[src/common/fdrhc_pkg.sv]
// Shared constants and types for the deep power-down resume and pause-pin control block
package fdrhc_pkg;

  // Opcode that wakes the device, also the identifier-read form
  localparam logic [7:0] FDRHC_OP_RESUME = 8'hab;
  // Index of the last bit in one serial byte, and dummy bytes before the identifier
  localparam logic [2:0] FDRHC_BIT_LAST = 3'h7;
  localparam logic [2:0] FDRHC_DUMMY_BYTES = 3'h3;
  // Byte count at which the identifier starts to shift out
  localparam logic [2:0] FDRHC_ID_START = 3'h4;
  // Identifier bit index that opens and reopens each output byte
  localparam logic [2:0] FDRHC_ID_MSB = 3'h7;
  // Synchroniser depth for pins from outside the clock domain
  localparam int FDRHC_SYNC_STAGES = 3;
  // Pin reset values: chip select, pause and protect idle high
  localparam logic [4:0] FDRHC_PIN_RST = 5'h1c;

  // Power mode of the device
  typedef enum logic {
    MODE_STANDBY,
    MODE_DPD
  } fdrhc_mode_t;

  // Serial pins as seen by the device, active-low ones marked N
  typedef struct packed {
    logic csN;
    logic pauseN;
    logic wpN;
    logic sck;
    logic si;
  } fdrhc_pins_t;

  // Whole state of the control block
  typedef struct packed {
    fdrhc_mode_t mode;
    logic armed;
    logic hold;
    logic csPrev;
    logic sckPrev;
    logic [2:0] bitMod;
    logic [2:0] byteCnt;
    logic [7:0] shiftIn;
    logic idPhase;
    logic [2:0] idIdx;
    logic soDrive;
    logic soOut;
    logic soOe;
    logic pauseOut;
    logic pauseOe;
    logic cmdValid;
    logic [7:0] cmdByte;
    logic resumeDone;
    logic abortOp;
    logic welClear;
    logic wpLvl;
    logic busy;
  } fdrhc_state_t;

  localparam fdrhc_state_t FDRHC_ST_RST = '{
    mode: MODE_STANDBY, armed: 1'b0, hold: 1'b0, csPrev: 1'b1, sckPrev: 1'b0,
    bitMod: 3'h0, byteCnt: 3'h0, shiftIn: 8'h00, idPhase: 1'b0, idIdx: FDRHC_ID_MSB,
    soDrive: 1'b0, soOut: 1'b0, soOe: 1'b0, pauseOut: 1'b0, pauseOe: 1'b0,
    cmdValid: 1'b0, cmdByte: 8'h00, resumeDone: 1'b0, abortOp: 1'b0,
    welClear: 1'b0, wpLvl: 1'b1, busy: 1'b0};

endpackage : fdrhc_pkg

[src/fdrhc_pin_sync.sv]
// Three-stage synchroniser with agreement filter for asynchronous pins
`timescale 1ns/1ps
`default_nettype none
module fdrhc_pin_sync #(
  parameter int W = 5,
  parameter logic [W-1:0] RST_VAL = '0
) (
  input wire logic clk_sys,
  input wire logic rstN,
  input wire logic [W-1:0] pinIn,
  output logic [W-1:0] pinLvl
);

  // Per-bit chain; first stage feeds only the second
  for (genvar i = 0; i < W; i++) begin : g_bit
    logic s1_q;
    logic s2_q;
    logic s3_q;
    always_ff @(posedge clk_sys or negedge rstN) begin
      if (!rstN) begin
        s1_q <= RST_VAL[i];
        s2_q <= RST_VAL[i];
        s3_q <= RST_VAL[i];
        pinLvl[i] <= RST_VAL[i];
      end else begin
        s1_q <= pinIn[i];
        s2_q <= s1_q;
        s3_q <= s2_q;
        // Change accepted only once stages two and three agree
        if (s2_q == s3_q) begin
          pinLvl[i] <= s3_q;
        end
      end
    end
  end

endmodule : fdrhc_pin_sync
`default_nettype wire

[src/flash_dpd_resume_hold_ctrl.sv]
// Deep power-down resume, identifier read and pause-pin control of a serial flash
// Functional notes
// - In deep power-down only opcode ABh is decoded; all else ignored.
// - After full resume opcode, extra whole bytes ignored; chip-select rise enters standby.
// - Early chip-select rise or non-byte bit count aborts; stays powered down.
// - Opcode ABh plus three dummies; identifier shifts MSB first on falling clock.
// - Single identifier byte repeats from bit 7 while selected and clocked.
// - Identifier read also accepted in standby; no enforced high interval after.
// - Pause stops only the serial transfer; self-timed operations continue.
// - Quad-enable set turns the pause pin into a data pin.
// - Pause enters only while selected, asserted in clock low phase.
// - Pause asserted during clock high waits for next low phase.
// - During pause output floats; data input and clock ignored.
// - Write-protect input still honoured during pause.
// - Pause release takes effect in a clock low phase only.
// - Chip-select rise during pause aborts and clears write-enable latch.
`timescale 1ns/1ps
`default_nettype none
module flash_dpd_resume_hold_ctrl
  import fdrhc_pkg::*;
#(
  parameter logic [7:0] DEV_ID = 8'h5a  // Arbitrary identifier value
) (
  input wire logic clk_sys,
  input wire logic arst_n,
  input wire fdrhc_pins_t spiPins,
  input wire logic quadEnableBit,
  input wire logic quadDataOut,
  input wire logic quadDataOe,
  input wire logic busyIn,
  input wire logic dpdEnterReq,
  output logic soOut,
  output logic soOe,
  output logic pausePinOut,
  output logic pausePinOe,
  output logic inDeepPowerDown,
  output logic inHold,
  output logic cmdValid,
  output logic [7:0] cmdByte,
  output logic resumeDone,
  output logic abortOp,
  output logic writeEnableLatchBitClear,
  output logic wpLevel,
  output logic busyOut
);

  logic [1:0] rstPipe_q;
  logic rstN;
  fdrhc_pins_t pinLvl;
  logic [4:0] pinLvlRaw;
  fdrhc_state_t st_q;
  fdrhc_state_t st_d;
  logic csRise;
  logic sckRise;
  logic sckFall;
  logic pauseAsserted;
  logic active;
  logic [7:0] byteIn;

  // Reset released through two flops so release is synchronous
  always_ff @(posedge clk_sys or negedge arst_n) begin
    if (!arst_n) begin
      rstPipe_q <= 2'h0;
    end else begin
      rstPipe_q <= {rstPipe_q[0], 1'b1};
    end
  end
  assign rstN = rstPipe_q[1];

  // All pins come from the host's domain
  fdrhc_pin_sync #(
    .W(5),
    .RST_VAL(FDRHC_PIN_RST)
  ) u_sync (
    .clk_sys(clk_sys),
    .rstN(rstN),
    .pinIn(spiPins),
    .pinLvl(pinLvlRaw)
  );
  assign pinLvl = fdrhc_pins_t'(pinLvlRaw);

  // Edge detection on filtered levels
  assign csRise = pinLvl.csN & ~st_q.csPrev;
  assign sckRise = pinLvl.sck & ~st_q.sckPrev;
  assign sckFall = ~pinLvl.sck & st_q.sckPrev;
  assign pauseAsserted = ~quadEnableBit & ~pinLvl.pauseN;
  assign byteIn = {st_q.shiftIn[6:0], pinLvl.si};

  // Next-state logic
  always_comb begin
    st_d = st_q;
    st_d.cmdValid = 1'b0;
    st_d.resumeDone = 1'b0;
    st_d.abortOp = 1'b0;
    st_d.welClear = 1'b0;
    st_d.csPrev = pinLvl.csN;
    st_d.sckPrev = pinLvl.sck;
    st_d.wpLvl = pinLvl.wpN;
    st_d.busy = busyIn;
    // Pause pin as data line in quad mode; control pin otherwise
    st_d.pauseOut = quadEnableBit & quadDataOut;
    st_d.pauseOe = quadEnableBit & quadDataOe;

    // Pause cleared at once by deselect or quad mode; otherwise changes only in clock low phase
    if (pinLvl.csN || quadEnableBit) begin
      st_d.hold = 1'b0;
    end else if (!pinLvl.sck) begin
      st_d.hold = pauseAsserted;
    end
    active = ~pinLvl.csN & ~st_d.hold;

    // Input bits on rising clock; paused clock edges ignored
    if (active && sckRise) begin
      st_d.shiftIn = byteIn;
      st_d.bitMod = st_q.bitMod + 3'h1;
      if (st_q.bitMod == FDRHC_BIT_LAST) begin
        if (st_q.byteCnt == 3'h0) begin
          unique case (st_q.mode)
            MODE_DPD: begin
              st_d.armed = (byteIn == FDRHC_OP_RESUME);
            end
            MODE_STANDBY: begin
              st_d.armed = (byteIn == FDRHC_OP_RESUME);
              if (byteIn != FDRHC_OP_RESUME) begin
                st_d.cmdValid = 1'b1;
                st_d.cmdByte = byteIn;
              end
            end
          endcase
        end
        // Bytes past the identifier start are not counted
        if (st_q.byteCnt != FDRHC_ID_START) begin
          st_d.byteCnt = st_q.byteCnt + 3'h1;
        end
        if (st_q.armed && st_q.byteCnt == FDRHC_DUMMY_BYTES) begin
          st_d.idPhase = 1'b1;
        end
      end
    end

    // Identifier out on falling clock, MSB first, wrapping
    if (active && sckFall && st_q.idPhase) begin
      st_d.soDrive = 1'b1;
      st_d.soOut = DEV_ID[st_q.idIdx];
      st_d.idIdx = st_q.idIdx - 3'h1;
    end

    // Chip-select rise closes the frame
    if (csRise) begin
      if (pauseAsserted) begin
        st_d.abortOp = 1'b1;
        st_d.welClear = 1'b1;
      end else if (st_q.mode == MODE_DPD && st_q.armed && st_q.bitMod == 3'h0) begin
        st_d.mode = MODE_STANDBY;
        st_d.resumeDone = 1'b1;
      end
      // Partial opcode or odd bit count leaves the mode as it was
      st_d.armed = 1'b0;
      st_d.bitMod = 3'h0;
      st_d.byteCnt = 3'h0;
      st_d.idPhase = 1'b0;
      st_d.idIdx = FDRHC_ID_MSB;
      st_d.soDrive = 1'b0;
    end

    // Entry from elsewhere only when deselected and idle
    if (dpdEnterReq && pinLvl.csN && !csRise && !busyIn && st_q.mode == MODE_STANDBY) begin
      st_d.mode = MODE_DPD;
    end

    // Output floats while paused, returns after release
    st_d.soOe = st_d.soDrive & ~st_d.hold;
  end

  // State register
  always_ff @(posedge clk_sys or negedge rstN) begin
    if (!rstN) begin
      st_q <= FDRHC_ST_RST;
    end else begin
      st_q <= st_d;
    end
  end

  // Outputs straight from the state register
  assign soOut = st_q.soOut;
  assign soOe = st_q.soOe;
  assign pausePinOut = st_q.pauseOut;
  assign pausePinOe = st_q.pauseOe;
  assign inDeepPowerDown = (st_q.mode == MODE_DPD);
  assign inHold = st_q.hold;
  assign cmdValid = st_q.cmdValid;
  assign cmdByte = st_q.cmdByte;
  assign resumeDone = st_q.resumeDone;
  assign abortOp = st_q.abortOp;
  assign writeEnableLatchBitClear = st_q.welClear;
  assign wpLevel = st_q.wpLvl;
  assign busyOut = st_q.busy;
endmodule : flash_dpd_resume_hold_ctrl
`default_nettype wire

[config.mk]
export PLATFORM = sky130hd
export DESIGN_NAME = flash_dpd_resume_hold_ctrl
export DESIGN_NICKNAME = d
export VERILOG_FILES = /design/src/common/fdrhc_pkg.sv /design/src/fdrhc_pin_sync.sv /design/src/flash_dpd_resume_hold_ctrl.sv
export SDC_FILE = /design/constraint.sdc
export NUM_CORES = 1
export LEC_CHECK = 0
export BUFFER_PORTS_ARGS = -buffer_cell sky130_fd_sc_hd__buf_2
export CAP_MARGIN = 10
export CORE_AREA = 2 2 93 73
export DETAILED_ROUTE_END_ITERATION = 10
export DIE_AREA = 0 0 95 75
export GPL_TIMING_DRIVEN = 0
export SLEW_MARGIN = 20
export SYNTH_ARGS = -nofsm -noshare
export SYNTH_HDL_FRONTEND = slang
export SYNTH_SLANG_ARGS = --single-unit
[constraint.sdc]
create_clock -name clk_sys -period 2 [get_ports clk_sys]
set_input_delay 0.4 -clock clk_sys [delete_from_list [all_inputs] [get_ports clk_sys]]
set_output_delay 0.4 -clock clk_sys [all_outputs]
set_load 0.01 [all_outputs]
* Word level (Yosys, flattened, before mapping) *
Memories as Yosys holds them, arrays and structs flattened.
Index checks and enable logic that the tools add are counted.
W data, S select, Z words.

cells by class
  add/sub/neg operators = 3
  $lt $le $gt $ge = 1
  equal/unequal tests = 11
  mux-type cells = 27
  bitwise operators = 16
  reductions and logical operators = 28

operator list
  operator               number
  $mux W9                5
  $reduce_bool A2 Y1     8
  $mux W15               1
  $mux W1                13
  $reduce_and A3 Y1      4
  $logic_and A1 B1 Y1    10
  $mux W5                2
  $mux W3                3
  $and A1 B1 Y1          8
  $eq A8 B8 Y1 const B   1
  $ne A8 B8 Y1 const B   1
  $not A1 Y1             8
  $add A3 B1 Y3 const B  2
  $logic_not A3 Y1       2
  $mux W6                1
  $eq A1 B1 Y1           5
  $reduce_and A5 Y1      1
  $lt A3 B4 Y1 const B   1
  $mux W2                2
  $eq A3 B2 Y1 const B   1
  $eq A3 B3 Y1 const B   1
  $ne A3 B3 Y1 const B   1
  $sub A3 B1 Y3 const B  1
  $logic_not A1 Y1       2
  2 further kinds        2

word-level totals
  flip-flop bits (word level) = 64
  bits in read-only memories = 8
  output and inout bits = 20
  logic and storage cells = 130
  memories = 1

memory list
  name              depth  bits a word  rd ports  clocked after memory_dff  wr ports  line                               text
  (name not given)  8      1            1         0                         0         flash_dpd_resume_hold_ctrl.sv:144  st_d.soOut = DEV_ID[st_q.idIdx];

* Logic depth before layout (Yosys ltp) *
  word-level depth = 11
  gate-level depth with buffers = 7

* Modules after synthesis *
Synthesis repeated with hierarchy kept, for this count alone.

second synthesis, totals
  cell total of the unflattened synthesis = 170
  area, all modules = 2407.3 um^2

modules (own cells, without submodules)
  module                      instances  cells an instance  area an instance (um^2)  seq. area each (um^2)
  flash_dpd_resume_hold_ctrl  1          145                1835.5                   1057.3
  fdrhc_pin_sync              1          25                 571.8                    515.5

* Worst setup path before layout *
OpenSTA, ideal clock, no wires.

  path type = flip-flop to flip-flop
  start = register st_q[34] in the netlist's numbering
  end = register st_q (netlist bit cmdByte[0])
  library setup time = 0.125 ns
  arrival = 1.843 ns
  data required time = 1.875 ns
  slack = 0.032 ns
  stages on the path, launching flop included = 8
  clock period less this slack = 1.968 ns
  cells stage by stage = dfrtp_1 ha_1 ha_1 nor4b_4 nand4_1 or3_1 buf_6 mux2_4

between the ends
  cells in the longest elaborated chain, start to end = 2

ends and longest elaborated chain
  item                                line                               text
  start: declaration                  flash_dpd_resume_hold_ctrl.sv:51   fdrhc_state_t st_q;
  start signal: assignment            flash_dpd_resume_hold_ctrl.sv:180  st_q <= st_d;
  $eq A3 B3 Y1                        flash_dpd_resume_hold_ctrl.sv:116  if (st_q.bitMod == FDRHC_BIT_LAST) begin
  $reduce_and A5 Y1 (no source line)  -

No other way between the ends.
A chain may end at the register's enable or synchronous reset.

* Worst setup path after layout *
  start = register st_q[35] in the netlist's numbering
  end = register st_q (netlist bit cmdByte[6])

The elaborated chain is that of the path after synthesis.

==> results <==
- Compared with the post-synthesis result, the final layout area differs by 23.02%.
- STA classifies the critical path endpoint as a flip-flop.
- The pin count of the biggest net entering global routing is 39.
- Of the total power, the clock network draws a little over 40%.
- The final critical path time including I/O delays and setup is 1.988 ns.
- The count of nets left with antenna violations once routing finished came out at 0.
- The classification of the worst-slack hold path is in -> reg.
- The total overflow reported by the global router is 0.
- The initial antenna violation count is 0.
- The total track usage is roughly 13%.
- The CTS tree is built.
- The multiplexer area fraction after synthesis is 9.475%.
- The netlist area before placement is 2430 um^2.
- The cell area reported after detailed placement is 2710 um^2.
- The number of nets in the synthesized netlist is 192.
- The count of clock tree sinks is 62.
- For this run, asynchronously set or reset flops after synthesis account for 100.0%.
- After detailed routing, the number of remaining DRC violations is 0.
- The reported leakage power is 1.447 nW.
- The number of detailed-route iterations in the first pass is 4.
- Net switching is about a quarter of the power.
- At the worst endpoint, the arrival time is around 2.2 ns.
- The vertical die dimension is 75 um.
- The port buffer count is 31.
- Dividing total power by cell area gives a power density of 985.1 nW/um^2.
- Using the TritonRoute via totals, the vias-per-cell ratio works out to 4.508.
- The most frequent standard cell in the layout excluding fill and tap cells is dfrtp_1.
- The synthesized-area fraction occupied by xor and xnor cells is 0.7209%.
- At the worst endpoint, the required time is 2.22 ns.
- 32 I/O pins were placed.
- Along the worst path, the maximum fanout reaches 9.
- STA classifies the critical path startpoint as a flip-flop.
- The clock reaches the later pin of the worst-skew pair after 0.34 ns.
- Dividing the synthesized area by the synthesized cell count gives 14.05 um^2.
- The number of distinct library cells after synthesis is 38.
- In this run the tightest slew margin relative to its limit is roughly two fifths.
- The wire length of the first global-routing pass is roughly 6600 um.
- Summing the areas of all and, or, nand and nor instances in the mapped netlist gives 8.342% of the synthesized area.
- The maximum buffer depth of the clock tree is 2.
- The dominant combinational cell family by area after synthesis is multiplexers.
- The final weighted congestion in routability-driven placement is about 0.74.
- In the layout the commonest cells are 44 x dfrtp_1, 31 x buf_2, 17 x dfstp_2.
- Clock tree synthesis inserted a total of 9 buffers.
- The slew at the pin closest to its max-slew limit is 0.8746 ns.
- The final number of hold-violating endpoints was 0.
- Once layout is complete, the utilization of the core stands at between 40% and 50%.
- The adder and majority cell fraction of the synthesized area is 5.664%.
- The number of max-slew violations in the final report came to 0.
- IR analysis of the VDD net gives a maximum drop of 0.5891 mV.
- The clock arrives with a little under 0.01 ns of skew.
- The die area is a little over 7000 um^2.
- The synthesized instance count is 173.
- The setup-violating endpoint count in the final report is 0.
- The H-tree depth is 3.
- After clock tree synthesis, the clock-pin slew on the worst setup and hold paths is 0.07 ns.
- The final layout net count is 240.
- For this configuration, the core starts out at a cell density of 39.43%.
- The initialized floorplan defines 25 standard-cell rows.
- The filler cells instantiated in the layout total ~540.
- The share of final-layout standard cells stronger than drive strength 1 is 45.13%.
- Setup repair after global routing could not meet its margin everywhere.
- After detailed routing, the average wire length per cell comes to 13.17 um.
- The wire-length estimate of the detail-placed layout is 2699 um.
- The finished cells cover 2989 um^2.
- The sequential cell fraction of total power is 50.4%.
- The highest clock frequency the design can meet is 502.9 MHz.
- The floorplan step set the die width to approximately 95 um.
- The warning count from the yosys run is 0.
- The total wire length after detailed routing is 4044 um.
- The cell at the root of the clock tree is clkbuf_8.
- The run finished with clean final reports.
- The worst hold slack across all endpoints is approximately 0.15 ns.
- The sequential area share after synthesis is between 60 and 70%.
- The most used flip-flop cell after synthesis is dfrtp_1.
- The post-synthesis compound-gate area fraction is 4.531%.
- The via count of the first global-routing pass is 1,387.
- The DRC marker count from the first detailed-route iteration is 53.
- The number of synthesized flops with an enable pin is 0.
- Across the run, the number of max-cap violations was 0.
- 0 antenna diodes ended up in the layout.
- The routed via count is 1,384.
- The total area inside the core boundary comes to 6162 um^2.
- The internal portion of the total power is 2.233 mW.
- Dividing the final minimum period by the clock period gives between 90% and 100%.
- The share of total power in combinational logic is 8.3%.
- The critical setup path kind is reg -> reg.
- The number of synthesized register bits is 62.
- The power spent charging and discharging nets is 0.7121 mW.
==> what timing repair did <==
item	4_1_cts	5_1_grt
hold endpoints to repair	2	0
setup endpoints to repair	8	8
resized for setup	3	1
setup buffers	3	2
pin swaps	2	3
hold buffers	1	0
==> power by group through the flow <==
stage / clock, mW / sequential, mW / combinational, mW
floorplan: 0 / 1.49 / 0.149
CTS: 1.25 / 1.49 / 0.242
finish: 1.22 / 1.48 / 0.243
global placement: 0 / 1.52 / 0.196
global route: 1.31 / 1.51 / 0.271
detailed placement: 0 / 1.51 / 0.220
==> flip-flops by register name (all words and copies together) (netlist names), 2 cells and up <==
signal and cells:
st_q 14, u_sync.pinLvl 5, cmdByte 8, u_sync.g_bit.s2_q 5
byteIn 7, u_sync.g_bit.s1_q 5, rstPipe_q 2, u_sync.g_bit.s3_q 5
==> routing by layer <==
layer	GRT usage, %	part of all wire, %
met2	19.70	45
met1	16.53	49
met5	0	0
met4	3.865	1.1
met3	6.306	4.7
==> area by class of cell <==
cell class	instances	area, um^2	area share, %
plain buffers	14	95.09	3.181
clock buffers	10	127.6	4.270
clock inverters	6	95.09	3.181
inverters	13	48.80	1.632
multi-input cells	83	721.9	24.15
flip-flops and latches	62	1577	52.74
well taps	81	101.3	3.391
repair buffers	38	222.7	7.451
==> worst max-delay path: stages, from the launching register on <==
cell	delay, ns
dfrtp_1	0.36
ha_2	0.19
ha_4	0.15
nor4b_4	0.19
nand4_1	0.16
or3_4	0.49
mux2_4	0.32
==> synth_stat cells (3+ instances only) <==
master | number | area, um^2
a21oi_1 | 3 | 15.01
buf_4 | 9 | 67.56
clkbuf_1 | 3 | 11.26
dfrtp_1 | 45 | 1126
dfstp_2 | 17 | 446.7
ha_1 | 7 | 87.58
inv_1 | 13 | 48.80
maj3_1 | 5 | 50.05
mux2_2 | 8 | 90.09
mux2_4 | 8 | 120.1
nand2_1 | 6 | 22.52
nand3_1 | 4 | 20.02
nor2_1 | 9 | 33.78
==> metrics by stage <==
stage | setup TNS, ns | setup slack (ns) | total power, mW | std cells
final | 0 | 0.01170 | 2.945 | 307
after global routing | -0.5831 | -0.07923 | 3.085 | 307
after CTS | 0 | 0.01969 | 2.976 | 306
after detailed placement | -1.231 | -0.1589 | 1.729 | 286
after global placement | -22.83 | -0.5157 | 1.714 | 285
after floorplan | 0 | 0.03178 | 1.641 | 173
==> cell families (layout without fill, tap and decap cells) <==
group	after synthesis	after routing
other	1	1
AND/OR/NAND/NOR	35	35
multiplexers	18	18
adder cells (fa/ha/maj)	12	12
AO/OA/AOI/OAI	15	15
buffers and inverters	28	81
flip-flops	62	62
XOR/XNOR	2	2
==> final timing paths <==
path / start / to / slack [ns] / depth (start not counted)
min in group asynchronous: rstPipe_q[1] / pausePinOe / 0.22 / 0
setup reg to reg: st_q[35] / cmdByte[6] / 0.01 / 6
setup / recovery: st_q[35] / cmdByte[6] / 0.01 / 6
hold / removal: spiPins[4] / u_sync.g_bit[4].s1_q / 0.15 / 1
max in group asynchronous: rstPipe_q[1] / wpLevel / 1.23 / 1
hold reg to reg: rstPipe_q[1] / pausePinOe / 0.22 / 0
No activity file was read; power rests on OpenSTA's default activity.
